`src/hw/clcb_defs.vh`:
```
// Purpose: Offsets, field positions, reset values and rates of the closed-loop settings bank
// Assumes: 32-bit APB data, one aligned word per register
// Notes:   Definitions only
`ifndef CLCB_DEFS_VH
`define CLCB_DEFS_VH

// ----------------------------------------
// Bus and register map
// ----------------------------------------
`define CLCB_ADDR_W          12
`define CLCB_DATA_W          32
`define CLCB_STRB_W          4
`define CLCB_SU2_OFF         12'h040
`define CLCB_CL1_OFF         12'h044
`define CLCB_SU2_RST         32'h00000000
`define CLCB_CL1_RST         32'h00000000

// ----------------------------------------
// Startup register fields
// ----------------------------------------
`define CLCB_THETA_MSB       2
`define CLCB_THETA_LSB       0

// ----------------------------------------
// Closed-loop register fields
// ----------------------------------------
`define CLCB_RSVD_MSB        31
`define CLCB_RSVD_LSB        28
`define CLCB_FAST_BIT        27
`define CLCB_ILIM_MSB        26
`define CLCB_ILIM_LSB        22
`define CLCB_STOP_MSB        21
`define CLCB_STOP_LSB        20
`define CLCB_OVM_BIT         19
`define CLCB_ACC_MSB         18
`define CLCB_ACC_LSB         14
`define CLCB_DSRC_BIT        13
`define CLCB_DEC_MSB         12
`define CLCB_DEC_LSB         8
`define CLCB_AVS_BIT         3

// ----------------------------------------
// Stop method codes
// ----------------------------------------
`define CLCB_STOP_HIZ        2'h0
`define CLCB_STOP_SPIN       2'h1
`define CLCB_STOP_BRAKE      2'h2
`define CLCB_STOP_RSVD       2'h3

// ----------------------------------------
// Sampling rate caps in kHz
// ----------------------------------------
`define CLCB_FAST_KHZ        4'ha
`define CLCB_SLOW_KHZ        4'h5

`endif

```
`src/hw/clcb_config_bank.v`:
```
// Purpose: APB register bank for closed-loop motor settings, with decoded operating values
// Assumes: APB master on i_ref_clk; all fields stored as written
// Notes:   Decoded outputs follow a register write by one clock
`include "clcb_defs.vh"

module clcb_config_bank (
    input  wire                    i_ref_clk,
    input  wire                    i_rst_n,
    input  wire                    i_psel,
    input  wire                    i_penable,
    input  wire                    i_pwrite,
    input  wire [`CLCB_ADDR_W-1:0] i_paddr,
    input  wire [`CLCB_DATA_W-1:0] i_pwdata,
    input  wire [`CLCB_STRB_W-1:0] i_pstrb,
    output wire [`CLCB_DATA_W-1:0] o_prdata,
    output wire                    o_pready,
    output wire                    o_pslverr,
    output wire [7:0]              o_theta_ramp_rate,
    output wire                    o_fast_sampling_select,
    output wire [3:0]              o_max_sample_khz,
    output wire [9:0]              o_current_limit,
    output wire                    o_stop_hiz,
    output wire                    o_stop_spin_down,
    output wire                    o_stop_brake,
    output wire                    o_overmod_en,
    output wire [17:0]             o_accel_rate,
    output wire                    o_accel_unlimited,
    output wire                    o_decel_source_select,
    output wire                    o_decel_valid,
    output wire [17:0]             o_decel_rate,
    output wire                    o_decel_unlimited
);

    // ----------------------------------------
    // Storage and output registers
    // ----------------------------------------
    reg  [31:0] su2_reg;
    reg  [31:0] su2_next;
    reg  [31:0] cl1_reg;
    reg  [31:0] cl1_next;
    reg  [31:0] prdata_reg;
    reg  [31:0] prdata_next;
    reg  [7:0]  theta_reg;
    reg         fast_reg;
    reg  [3:0]  khz_reg;
    reg  [9:0]  ilim_reg;
    reg  [1:0]  stop_reg;
    reg  [1:0]  stop_next;
    reg         ovm_reg;
    reg  [17:0] acc_reg;
    reg         acc_unl_reg;
    reg         dsrc_reg;
    reg         dvalid_reg;
    reg  [17:0] dec_reg;
    reg         dec_unl_reg;
    reg  [17:0] dec_next;
    reg         dec_unl_next;

    wire        setup_phase;
    wire        access_phase;
    wire        hit_su2;
    wire        hit_cl1;
    wire        mapped;
    wire        wr_en;
    wire [17:0] acc_rate;
    wire        acc_unl;
    wire [17:0] decf_rate;
    wire        decf_unl;
    wire [1:0]  stop_field;

    // ----------------------------------------
    // Functions
    // ----------------------------------------
    // Merge write data into a word under byte enables
    function [31:0] merge_bytes;
        input [31:0] old_word;
        input [31:0] new_word;
        input [3:0]  strb;
        integer      i;
        begin
            merge_bytes = old_word;
            for (i = 0; i < 4; i = i + 1) begin
                if (strb[i]) begin
                    merge_bytes[i*8 +: 8] = new_word[i*8 +: 8];
                end
            end
        end
    endfunction

    // Theta ramp in steps of 0.01 deg/ms
    function [7:0] theta_decode;
        input [2:0] code;
        begin
            case (code)
                3'h0:    theta_decode = 8'h01;
                3'h1:    theta_decode = 8'h05;
                3'h2:    theta_decode = 8'h0a;
                3'h3:    theta_decode = 8'h0f;
                3'h4:    theta_decode = 8'h14;
                3'h5:    theta_decode = 8'h32;
                3'h6:    theta_decode = 8'h64;
                default: theta_decode = 8'hc8;
            endcase
        end
    endfunction

    // Current limit in steps of 0.1% of base current
    function [9:0] ilim_decode;
        input [4:0] code;
        begin
            case (code)
                5'h00:   ilim_decode = 10'h04b;
                5'h01:   ilim_decode = 10'h050;
                5'h02:   ilim_decode = 10'h055;
                5'h03:   ilim_decode = 10'h05a;
                5'h04:   ilim_decode = 10'h05f;
                5'h05:   ilim_decode = 10'h064;
                5'h06:   ilim_decode = 10'h06e;
                5'h07:   ilim_decode = 10'h078;
                5'h08:   ilim_decode = 10'h082;
                5'h09:   ilim_decode = 10'h08c;
                5'h0a:   ilim_decode = 10'h096;
                5'h0b:   ilim_decode = 10'h0a0;
                5'h0c:   ilim_decode = 10'h0aa;
                5'h0d:   ilim_decode = 10'h0b4;
                5'h0e:   ilim_decode = 10'h0c8;
                5'h0f:   ilim_decode = 10'h0e1;
                5'h10:   ilim_decode = 10'h0fa;
                5'h11:   ilim_decode = 10'h113;
                5'h12:   ilim_decode = 10'h12c;
                5'h13:   ilim_decode = 10'h15e;
                5'h14:   ilim_decode = 10'h190;
                5'h15:   ilim_decode = 10'h1c2;
                5'h16:   ilim_decode = 10'h1f4;
                5'h17:   ilim_decode = 10'h226;
                5'h18:   ilim_decode = 10'h258;
                5'h19:   ilim_decode = 10'h2bc;
                5'h1a:   ilim_decode = 10'h2ee;
                5'h1b:   ilim_decode = 10'h320;
                5'h1c:   ilim_decode = 10'h352;
                5'h1d:   ilim_decode = 10'h384;
                5'h1e:   ilim_decode = 10'h3b6;
                default: ilim_decode = 10'h3e8;
            endcase
        end
    endfunction

    // ----------------------------------------
    // APB slave
    // ----------------------------------------
    // Zero wait states: every access phase completes on its first edge
    // Unmapped offsets answer with an error, drop writes and read as zero
    assign setup_phase  = i_psel & ~i_penable;
    assign access_phase = i_psel & i_penable;
    assign hit_su2      = (i_paddr == `CLCB_SU2_OFF);
    assign hit_cl1      = (i_paddr == `CLCB_CL1_OFF);
    assign mapped       = hit_su2 | hit_cl1;
    assign wr_en        = access_phase & i_pwrite;
    assign o_pready     = 1'b1;
    assign o_pslverr    = access_phase & ~mapped;
    assign o_prdata     = prdata_reg;

    always @* begin
        su2_next = su2_reg;
        cl1_next = cl1_reg;
        if (wr_en && hit_su2) begin
            su2_next = merge_bytes(su2_reg, i_pwdata, i_pstrb);
        end
        if (wr_en && hit_cl1) begin
            // All bits stored, reserved ones included
            cl1_next = merge_bytes(cl1_reg, i_pwdata, i_pstrb);
        end
    end

    // Read data is latched in the setup cycle so it comes from a flop
    always @* begin
        prdata_next = prdata_reg;
        if (setup_phase && !i_pwrite) begin
            if (hit_su2) begin
                prdata_next = su2_reg;
            end else if (hit_cl1) begin
                prdata_next = cl1_reg;
            end else begin
                prdata_next = 32'h00000000;
            end
        end
    end

    always @(posedge i_ref_clk or negedge i_rst_n) begin
        if (!i_rst_n) begin
            su2_reg    <= `CLCB_SU2_RST;
            cl1_reg    <= `CLCB_CL1_RST;
            prdata_reg <= 32'h00000000;
        end else begin
            su2_reg    <= su2_next;
            cl1_reg    <= cl1_next;
            prdata_reg <= prdata_next;
        end
    end

    // ----------------------------------------
    // Field decode
    // ----------------------------------------
    clcb_rate_decode u_acc_decode (
        .i_code      (cl1_reg[`CLCB_ACC_MSB:`CLCB_ACC_LSB]),
        .o_rate      (acc_rate),
        .o_unlimited (acc_unl)
    );

    clcb_rate_decode u_dec_decode (
        .i_code      (cl1_reg[`CLCB_DEC_MSB:`CLCB_DEC_LSB]),
        .o_rate      (decf_rate),
        .o_unlimited (decf_unl)
    );

    assign stop_field = cl1_reg[`CLCB_STOP_MSB:`CLCB_STOP_LSB];

    // Reserved stop code keeps the last valid method in force
    always @* begin
        case (stop_field)
            `CLCB_STOP_HIZ:   stop_next = `CLCB_STOP_HIZ;
            `CLCB_STOP_SPIN:  stop_next = `CLCB_STOP_SPIN;
            `CLCB_STOP_BRAKE: stop_next = `CLCB_STOP_BRAKE;
            default:          stop_next = stop_reg;
        endcase
    end

    // Deceleration source; with scaling on and bit 13 low no table rate applies
    always @* begin
        if (cl1_reg[`CLCB_DSRC_BIT]) begin
            dec_next     = acc_rate;
            dec_unl_next = acc_unl;
        end else begin
            dec_next     = decf_rate;
            dec_unl_next = decf_unl;
        end
    end

    // ----------------------------------------
    // Decoded outputs
    // ----------------------------------------
    // Outputs come from flops, but the three stop flags are compares on stop_reg, so only they can show decode glitches;
    // the price is one clock of lag after every register write
    always @(posedge i_ref_clk or negedge i_rst_n) begin
        if (!i_rst_n) begin
            theta_reg   <= 8'h01;
            fast_reg    <= 1'b0;
            khz_reg     <= `CLCB_FAST_KHZ;
            ilim_reg    <= 10'h04b;
            stop_reg    <= `CLCB_STOP_HIZ;
            ovm_reg     <= 1'b0;
            acc_reg     <= 18'h00001;
            acc_unl_reg <= 1'b0;
            dsrc_reg    <= 1'b0;
            dvalid_reg  <= 1'b1;
            dec_reg     <= 18'h00001;
            dec_unl_reg <= 1'b0;
        end else begin
            theta_reg   <= theta_decode(su2_reg[`CLCB_THETA_MSB:`CLCB_THETA_LSB]);
            fast_reg    <= cl1_reg[`CLCB_FAST_BIT];
            khz_reg     <= cl1_reg[`CLCB_FAST_BIT] ? `CLCB_SLOW_KHZ : `CLCB_FAST_KHZ;
            ilim_reg    <= ilim_decode(cl1_reg[`CLCB_ILIM_MSB:`CLCB_ILIM_LSB]);
            stop_reg    <= stop_next;
            ovm_reg     <= cl1_reg[`CLCB_OVM_BIT];
            acc_reg     <= acc_rate;
            acc_unl_reg <= acc_unl;
            dsrc_reg    <= cl1_reg[`CLCB_DSRC_BIT];
            dvalid_reg  <= cl1_reg[`CLCB_DSRC_BIT] | ~cl1_reg[`CLCB_AVS_BIT];
            dec_reg     <= dec_next;
            dec_unl_reg <= dec_unl_next;
        end
    end

    assign o_theta_ramp_rate      = theta_reg;
    assign o_fast_sampling_select = fast_reg;
    assign o_max_sample_khz       = khz_reg;
    assign o_current_limit        = ilim_reg;
    assign o_stop_hiz             = (stop_reg == `CLCB_STOP_HIZ);
    assign o_stop_spin_down       = (stop_reg == `CLCB_STOP_SPIN);
    assign o_stop_brake           = (stop_reg == `CLCB_STOP_BRAKE);
    assign o_overmod_en           = ovm_reg;
    assign o_accel_rate           = acc_reg;
    assign o_accel_unlimited      = acc_unl_reg;
    assign o_decel_source_select  = dsrc_reg;
    assign o_decel_valid          = dvalid_reg;
    assign o_decel_rate           = dec_reg;
    assign o_decel_unlimited      = dec_unl_reg;

endmodule

```
`src/hw/clcb_rate_decode.v`:
```
// Purpose: Map a 5-bit ramp rate code to a rate in steps of 0.5 Hz/s
// Assumes: Code 1f means no limit
// Notes:   Shared by the acceleration and deceleration fields
module clcb_rate_decode (
    input  wire [4:0]  i_code,
    output reg  [17:0] o_rate,
    output reg         o_unlimited
);

    // ----------------------------------------
    // Rate table
    // ----------------------------------------
    always @* begin
        o_unlimited = 1'b0;
        case (i_code)
            5'h00: o_rate = 18'h00001;
            5'h01: o_rate = 18'h00002;
            5'h02: o_rate = 18'h00005;
            5'h03: o_rate = 18'h0000a;
            5'h04: o_rate = 18'h0000f;
            5'h05: o_rate = 18'h00014;
            5'h06: o_rate = 18'h00028;
            5'h07: o_rate = 18'h00050;
            5'h08: o_rate = 18'h00078;
            5'h09: o_rate = 18'h000a0;
            5'h0a: o_rate = 18'h000c8;
            5'h0b: o_rate = 18'h00190;
            5'h0c: o_rate = 18'h00258;
            5'h0d: o_rate = 18'h00320;
            5'h0e: o_rate = 18'h003e8;
            5'h0f: o_rate = 18'h004b0;
            5'h10: o_rate = 18'h00578;
            5'h11: o_rate = 18'h00640;
            5'h12: o_rate = 18'h00708;
            5'h13: o_rate = 18'h007d0;
            5'h14: o_rate = 18'h00fa0;
            5'h15: o_rate = 18'h01f40;
            5'h16: o_rate = 18'h02ee0;
            5'h17: o_rate = 18'h03e80;
            5'h18: o_rate = 18'h04e20;
            5'h19: o_rate = 18'h09c40;
            5'h1a: o_rate = 18'h0ea60;
            5'h1b: o_rate = 18'h13880;
            5'h1c: o_rate = 18'h186a0;
            5'h1d: o_rate = 18'h1d4c0;
            5'h1e: o_rate = 18'h222e0;
            default: begin
                o_rate      = 18'h00000;
                o_unlimited = 1'b1;
            end
        endcase
    end

endmodule
```
`config.mk`:
```
export PLATFORM = sky130hd
export DESIGN_NAME = clcb_config_bank
export DESIGN_NICKNAME = d
export VERILOG_FILES = /design/src/hw/clcb_config_bank.v /design/src/hw/clcb_rate_decode.v
export VERILOG_INCLUDE_DIRS = /design/src /design/src/hw
export SDC_FILE = /design/constraint.sdc
export NUM_CORES = 1
export LEC_CHECK = 0
export BUFFER_PORTS_ARGS = -buffer_cell sky130_fd_sc_hd__clkbuf_2
export CAP_MARGIN = 20
export CELL_PAD_IN_SITES_DETAIL_PLACEMENT = 0
export CELL_PAD_IN_SITES_GLOBAL_PLACEMENT = 1
export CORE_UTILIZATION = 46
export CTS_BUF_LIST = sky130_fd_sc_hd__clkbuf_16
export CTS_CLUSTER_SIZE = 30
export DETAILED_ROUTE_END_ITERATION = 7
export PLACE_DENSITY = 0.9
export SLEW_MARGIN = 10
export SYNTH_ARGS = -nofsm -noshare
export SYNTH_HDL_FRONTEND = slang
export SYNTH_SLANG_ARGS = --single-unit
```
`constraint.sdc`:
```
create_clock -name i_ref_clk -period 2.85 [get_ports i_ref_clk]
set_input_delay 0.285 -clock i_ref_clk [delete_from_list [all_inputs] [get_ports i_ref_clk]]
set_output_delay 0.285 -clock i_ref_clk [all_outputs]
set_load 0.02 [all_outputs]
```
* Word level (Yosys, flattened, before mapping)
Memory sizes are Yosys's and may differ from the RTL's. A register that Yosys moved wholly into a read port is not among the register bits. Index checks and enable logic that the tools add are counted.
Operators by class: equality and inequality tests 72, reduce and logical (&&, ||, !) cells 21, mux-type cells 11, bitwise logic cells 9
Operators by type and width (count):
- $pmux W18 S31 | 2
- $eq A5 B5 Y1 const B | 30
- $eq A5 B4 Y1 const B | 16
- $mux W32 | 2
- $reduce_or A31 Y1 | 2
- $pmux W8 S7 | 1
- $eq A5 B3 Y1 const B | 8
- $eq A12 B7 Y1 const B | 2
- $eq A5 B2 Y1 const B | 4
- $mux W18 | 1
- $reduce_and A2 Y1 | 8
- $eq A5 B1 Y1 const B | 2
- $logic_not A5 Y1 | 2
- $eq A3 B3 Y1 const B | 3
- $eq A3 B2 Y1 const B | 2
- $pmux W2 S3 | 1
- $and A1 B1 Y1 | 4
- $eq A2 B1 Y1 const B | 2
- $eq A2 B2 Y1 const B | 2
- $logic_not A2 Y1 | 2
- $mux W4 | 1
- $eq A3 B1 Y1 const B | 1
- $logic_and A1 B1 Y1 | 3
- $logic_not A3 Y1 | 1
- 5 further kinds | 11
Storage, ports and cells: bits of input ports 53, bits in read-only memories 320, memories kept 1, flip-flop bits (word level) 152
Memory list:
- (no name shown) | words 32, width 10, read ports 1, clocked after memory_dff 1, wr ports 0, RTL line clcb_config_bank.v:111 | case (code)

* Longest topological paths before layout
Gate-level depths: netlist of run 1.
depth in word-level cells 4, depth in mapped cells 7, mapped depth without buffers 6

* Cells and area by module
Synthesis of run 1 repeated with hierarchy kept, for this count alone.
Second synthesis, totals: cell total of the unflattened synthesis 613, area total of the unflattened synthesis 7357.1 um^2
By module, submodules not included:
- clcb_config_bank | cells each 475, times used 1, area each 6473.7 um^2
- clcb_rate_decode | cells each 69, times used 2, area each 441.7 um^2

* Worst setup path after synthesis of run 1
Ideal clock, no wire load.
path type input to register, from input port i_paddr[5], to register su2_reg[0], path buffers 1, stages on the path 5, data arrival time 2.189 ns, setup slack 0.536 ns, cell sequence or4b_2 -> nor4_4 -> and4b_1 -> buf_4 -> mux2_2
Between the ends: longest elaborated chain between the ends 3
RTL lines:
- start: declaration | RTL line clcb_config_bank.v:12 | input wire [`CLCB_ADDR_W-1:0] i_paddr,
- $eq A12 B7 Y1 (no source line)
- $logic_and A1 B1 Y1 | RTL line clcb_config_bank.v:166 | if (wr_en && hit_su2) begin
- $reduce_and A2 Y1 (no source line)
- end signal: assignment | RTL line clcb_config_bank.v:191 | su2_reg <= `CLCB_SU2_RST;
- end signal: assignment | RTL line clcb_config_bank.v:195 | su2_reg <= su2_next;
- end: declaration | RTL line clcb_config_bank.v:37 | reg [31:0] su2_reg;
No other way between the ends. A chain may end at the register's enable or synchronous reset.

* Worst setup path in the final report of run 1
from input port i_paddr[5], to register su2_reg[1]
Same word-level chain as after synthesis.

==> flow_metrics.py, run 1 <==
metrics = {
    "die": {
        "ios": 154,
        "core_area_um2": 15300,
        "start_util_pct": 47.3,
        "rows": 45,
        "die_x_um": 128,
        "die_area_um2": 16300,
        "die_h_um": 128,
    },
    "cells_and_area": {
        "final_core_util_pct": 57.2,
        "final_nets": 828,
        "nFillCells": 1333,
        "diodes": 0,
        "area_delta_synth_final_pct": 20.8,
        "drive_gt1_share_pct": 35.5,
        "final_cells": 994,
    },
    "pwr": {
        "powerDensity_nw_per_um2": 528,
        "power_leakage_nw": 4.45,
        "irDropWorstVdd_mv": 0.384,
    },
    "synth": {
        "synthFlopType": "dfrtp_1",
        "avgSynthCellArea_um2": 11.4,
        "synthMuxAreaShare_pct": 15.5,
        "yosysTopAreaCell": "dfrtp_1",
        "yosysSeqAreaShare_pct": 55.1,
        "synth_top_area_share_pct": 51.8,
        "synthesis.area_um2": 7250,
        "synth_edf_count": 0,
        "synth_warnings": 0,
        "synth_top_family_by_area": "multiplexers",
        "syn_inst": 638,
        "async_flop_share_pct": 100,
        "synthSimpleGateAreaFrac_pct": 11.1,
        "synth.most_common_cell": "dfrtp_1",
        "synth-compound-area-share_pct": 12.1,
        "ys_top_cells_by_count": "dfrtp_1 (150), mux2_2 (65), nand2_1 (64), o21ai_0 (61), clkbuf_1 (42)",
        "ys_ff_latch": 159,
        "synthTopCellsByArea": "dfrtp_1 (52%), mux2_2 (10%), mux2i_1 (5.1%), o21ai_0 (4.2%), nand2_1 (3.3%)",
        "synth_adder_area_share_pct": 1.00,
        "synth_cell_types": 61,
        "synth_nets": 696,
        "synth_xor_xnor_area_share_pct": 1.33,
    },
    "timing": {
        "fmax_ghz": 0.471,
        "min_period_ps": 2120,
        "finalSetupViolCount": 0,
        "fin_skew_ps": 8.82,
        "rsz0062_at_grt": "false",
        "whs_ps": 110,
        "finalHoldViolations": 0,
        "min_period_over_period_pct": 74.5,
        "tightestPinTransition_ps": 924,
        "maxSlewViolCount": 0,
        "relSlewSlack_pct": 38.4,
        "fin_tns_setup_ps": 0,
    },
    "placement": {
        "place.gp.congestion": 0.852,
        "place_inst": 961,
        "dp_hpwl_mm": 11.7,
        "io_buffers": 152,
    },
    "clock_tree": {
        "cts_tree": "done",
        "clk_pin_slew_worst_paths_ps": 60,
        "clock_path_buffers": 2,
        "htreeDepth": 4,
        "clk_latency_ps": 420,
        "cts-root-buf": "clkbuf_16",
        "numCtsBuffers": 17,
        "cts_sinks": 159,
    },
    "global_route": {
        "grt-ovfl-total": 0,
        "grt_pass1_wl_mm": 26.5,
        "track_usage_pct": 21.2,
        "antenna_found_initial": 0,
        "grt_start_max_net_pins": 97,
        "grt_pass1_vias": 5184,
    },
    "critical_path": {
        "arrival_ps": 2420,
        "required_ps": 3150,
        "reg2reg_to": "o_decel_rate[2]$_DFF_PN0_",
        "critPathMaxFanout": 8,
        "ff2ff_setup_slack_ps": 770,
        "crit_type": "input port to flop",
        "worstSetupEndpoint": "su2_reg[1]$_DFFE_PN0P_",
        "r2r-start": "cl1_reg[15]$_DFFE_PN0P_",
        "worst_r2r_path_depth": 4,
        "start_kind": "input port",
        "startpoint": "i_paddr[5]",
        "worst_setup_path_end_kind": "flop",
    },
    "outcome": {
        "status": "finished, final reports clean",
    },
    "detailed_routing": {
        "firstDrtPassIters": 5,
        "vias": 5323,
        "antenna_left": 0,
        "wl_per_cell_um": 16.8,
        "drt_wl_total_mm": 16.7,
        "drc": 0,
        "viasPerCell": 5.36,
        "drt_iter0_markers": 370,
    },
    "run": {
        "max-cap-violations": 0,
    },
    "worst_hold_path": {
        "min_path_type": "input port to flop",
        "min-delay-start": "i_pwdata[22]",
    },
}
report_power, final:
part / total, mW / switching (mW) / internal (mW)
Combinational: 0.145 / 0.0951 / 0.0497
Sequential: 2.26 / 0.00124 / 2.26
Clock: 2.22 / 0.862 / 1.36
layout make-up:
cell class	count	area [um^2]	area share, %
Inverter	14	52.6	0.600
Multi-Input combinational cell	412	2980	34.1
Clock buffer	17	425	4.86
Tap cell	211	264	3.02
Timing Repair Buffer	166	887	10.1
Sequential cell	159	3990	45.6
Clock inverter	15	155	1.77
per-stage QoR:
stage	setup slack, ps	power, mW	area (um^2)
finish	727	4.62	8760
global route	671	4.79	8760
CTS	750	4.67	8760
detailed placement	309	2.45	8170
global placement	363	2.44	8170
floorplan	536	2.34	7250
routing by layer:
| layer | vias up | part of all wire, % | global-route usage [%] |
|---|---|---|---|
| met2 | 151 | 49 | 33.9 |
| met4 | 0 | 1.3 | 7.00 |
| met5 | - | 0 | 0 |
| met3 | 17 | 5.3 | 5.86 |
| met1 | 2646 | 44 | 27.9 |
| li1 | 2509 | - | - |
timing repair:
action,4_1_cts,5_1_grt
endpoints found under the setup margin,0,0
hold buffers,1,0
setup buffers,0,0
hold endpoints to repair,21,0
gates resized for setup,0,0
critical path: stages:
cell and delay [ps]:
clkbuf_2 70, or4b_2 710, nor4_4 250, buf_4 230, and4b_1 470, mux2_2 390
cell families after synthesis:
| group | after synthesis |
|---|---|
| mux | 103 |
| other cells | 1 |
| flops | 159 |
| compound gates | 135 |
| xor+xnor | 11 |
| buf+inv | 67 |
| fa+ha+maj | 6 |
| simple gates | 156 |
cell usage in the layout, fill, tap and decap left out, types with 4 or more instances in the layout:
cell type / netlist / layout
clkbuf_2: 0 / 151
dfrtp_1: 150 / 150
mux2_2: 65 / 65
nand2_1: 64 / 64
o21ai_0: 61 / 61
mux2i_1: 37 / 37
nor2_1: 28 / 28
inv_1: 14 / 17
clkbuf_16: 0 / 17
nand2b_1: 13 / 13
a21oi_1: 12 / 12
buf_4: 6 / 12
nor3_1: 10 / 10
nor2b_1: 9 / 9
dfstp_2: 9 / 9
a21boi_0: 8 / 8
a22o_1: 8 / 8
xor2_1: 7 / 7
and2_1: 5 / 5
o21a_1: 5 / 5
ha_1: 5 / 5
nand3_1: 4 / 4
a221o_1: 4 / 4
xnor2_1: 4 / 4
a31oi_1: 4 / 4
nand4_2: 4 / 4
worst min path at each step:
| stage | cells after the start | endpoint |
|---|---|---|
| global placement | 0 | o_max_sample_khz[2]$_DFF_PN0_ |
| CTS | 2 | cl1_reg[22]$_DFFE_PN0P_ |
| finish | 2 | cl1_reg[22]$_DFFE_PN0P_ |
| floorplan | 0 | cl1_reg[0]$_DFFE_PN0P_ |
| global route | 2 | cl1_reg[22]$_DFFE_PN0P_ |
| detailed placement | 0 | o_overmod_en$_DFF_PN0_ |
No activity file was read; power rests on OpenSTA's default activity.
==> run 2, diff against run 1 <==
CORE_UTILIZATION = 43   (was 46)
PLACE_DENSITY = 0.85   (was 0.9)
clock period = 2.2 ns   (was 2.85 ns; I/O delays follow)
==> run 2 against run 1 <==
The flow now finishes with violations (DRC). Worst hold slack got worse by 66 ps. Clock power up 26%. Non-clock buffer count grew 11. Final area grew 1.0%. Critical path type is now flop to flop.
==> flow_metrics.py, run 2 (synthesis gave the netlist of run 1 again) <==
metrics = {
    "clock_tree": {
        "numCtsBuffers": 17,
        "htreeDepth": 4,
        "clk_pin_slew_worst_paths_ps": 60,
        "cts-root-buf": "clkbuf_16",
        "post_cts_buffers": 0,
        "clock_path_buffers": 2,
        "clk_latency_ps": 420,
        "cts_sinks": 159,
        "hold_buffers": 1,
        "cts.repair.resized": 0,
        "cts_tree": "done",
    },
    "cells_and_area": {
        "most-common-layout-cells": "clkbuf_2 (151), dfrtp_1 (150), mux2_2 (65)",
        "nFillCells": 1477,
        "layout_commonest_cell": "clkbuf_2",
        "final_nets": 839,
        "drive_gt1_share_pct": 36.4,
        "area_delta_synth_final_pct": 22.1,
        "diodes": 0,
    },
    "critical_path": {
        "path_cells": "nor2b_1 > a221o_1 > a221o_1 > o32a_1",
        "required_ps": 2510,
        "slowest_delay_ps": 490,
        "crit_buf_inv": 0,
        "arrival_ps": 2150,
        "crit_type": "flop to flop",
        "critPathMaxFanout": 11,
        "cp_slowest_cell": "dfrtp_1",
        "cpMostUsedCell": "a221o_1",
        "cpLargestDelayFamily": "compound AO/OA/AOI/OAI gates",
        "start_kind": "flop",
        "worst_setup_path_end_kind": "flop",
    },
    "detailed_routing": {
        "drt_iter0_markers": 311,
        "vias": 5407,
        "viasPerCell": 5.33,
        "drt_wl_total_mm": 17.1,
        "wl_per_cell_um": 16.9,
        "antenna_left": 0,
        "firstDrtPassIters": 7,
        "drc": 1,
    },
    "placement": {
        "io_buffers": 152,
        "dp_hpwl_mm": 12.2,
        "place_ws_ps": -43.4,
        "place.gp.congestion": 0.860,
    },
    "die": {
        "rows": 47,
        "die_area_um2": 17400,
        "die_h_um": 132,
        "core_area_um2": 16500,
        "die_x_um": 132,
        "ios": 154,
        "start_util_pct": 43.8,
    },
    "global_route": {
        "grt_pass1_wl_mm": 28.2,
        "grt-ovfl-total": 0,
        "track_usage_pct": 20.8,
        "antenna_found_initial": 0,
        "grt_start_max_net_pins": 58,
        "grt_pass1_vias": 5424,
    },
    "pwr": {
        "power_leakage_nw": 4.50,
        "pwr-share-seq_pct": 49.5,
        "pwr-share-comb_pct": 3.2,
        "p_sw_mw": 1.28,
        "total_power_mw": 5.92,
        "irDropWorstVdd_mv": 0.539,
        "clkPwrFrac_pct": 47.3,
        "p_int_mw": 4.64,
        "powerDensity_nw_per_um2": 669,
        "swShare_pct": 21.6,
    },
    "timing": {
        "whs_ps": 43.5,
        "fin_skew_ps": 9.59,
        "tightestPinTransition_ps": 826,
        "relSlewSlack_pct": 44.9,
        "finalWorstSetupSlack_ps": 361,
        "min_period_ps": 1840,
        "finalHoldViolations": 0,
        "min_period_over_period_pct": 83.6,
        "finalSetupViolCount": 0,
        "fin_tns_setup_ps": 0,
        "maxSlewViolCount": 0,
        "fmax_ghz": 0.544,
        "rsz0062_at_grt": "false",
    },
    "worst_hold_path": {
        "min_path_type": "input port to flop",
    },
    "outcome": {
        "status": "finished with violations",
        "violations": "DRC",
    },
    "run": {
        "max-cap-violations": 0,
    },
}
[run 2: final timing paths]
kind	startpoint	endpoint	slack [ps]	cells past startpoint
max in group asynchronous	i_rst_n	o_decel_rate[0]$_DFF_PN1_	1100	3
min in group asynchronous	i_rst_n	o_current_limit[4]$_DFF_PN0_	330	2
max	cl1_reg[15]$_DFFE_PN0P_	o_decel_rate[6]$_DFF_PN0_	360	4
min	i_pwdata[1]	cl1_reg[1]$_DFFE_PN0P_	40	2
min reg2reg	cl1_reg[19]$_DFFE_PN0P_	o_overmod_en$_DFF_PN0_	400	0
max reg2reg	cl1_reg[15]$_DFFE_PN0P_	o_decel_rate[6]$_DFF_PN0_	360	4
[run 2: per-layer routing]
layer	GRT usage [%]	share of wire, %	vias to the layer above
met2	34.2	49	181
met4	7.43	1.7	0
li1	-	-	2529
met3	5.07	5.6	22
met1	26.7	44	2675
met5	0	0	-
[run 2: layout make-up]
| cell class | count | area, um^2 | area share [%] |
|---|---|---|---|
| Clock inverter | 15 | 136 | 1.54 |
| Tap cell | 220 | 275 | 3.11 |
| Sequential cell | 159 | 3990 | 45.1 |
| Timing Repair Buffer | 177 | 982 | 11.1 |
| Multi-Input combinational cell | 412 | 2990 | 33.7 |
| Clock buffer | 17 | 425 | 4.81 |
| Inverter | 14 | 52.6 | 0.594 |
[run 2: per-stage QoR]
| step | instances | util (%) | area (um^2) |
|---|---|---|---|
| 2_1_floorplan | 638 | - | 7250 |
| 3_3_place_gp | 981 | 50.1 | 8280 |
| 3_5_place_dp | 981 | 50.1 | 8280 |
| 4_1_cts | 1014 | 53.5 | 8850 |
| 5_1_grt | 1014 | 53.5 | 8850 |
| 6_report | 1014 | 53.5 | 8850 |
[run 2: worst register-to-register path, stage by stage, from the launching register on]
cell     delay, ps
dfrtp_1        490
nor2b_1        240
a221o_1        370
a221o_1        420
o32a_1         210
[run 2: power groups by stage]
stage / registers [mW] / logic (mW) / clock network, mW
2_1_floorplan: 2.98 / 0.0507 / 0
3_3_place_gp: 2.98 / 0.188 / 0
3_5_place_dp: 2.98 / 0.195 / 0
4_1_cts: 2.93 / 0.197 / 2.88
5_1_grt: 2.93 / 0.212 / 2.98
6_report: 2.93 / 0.190 / 2.80
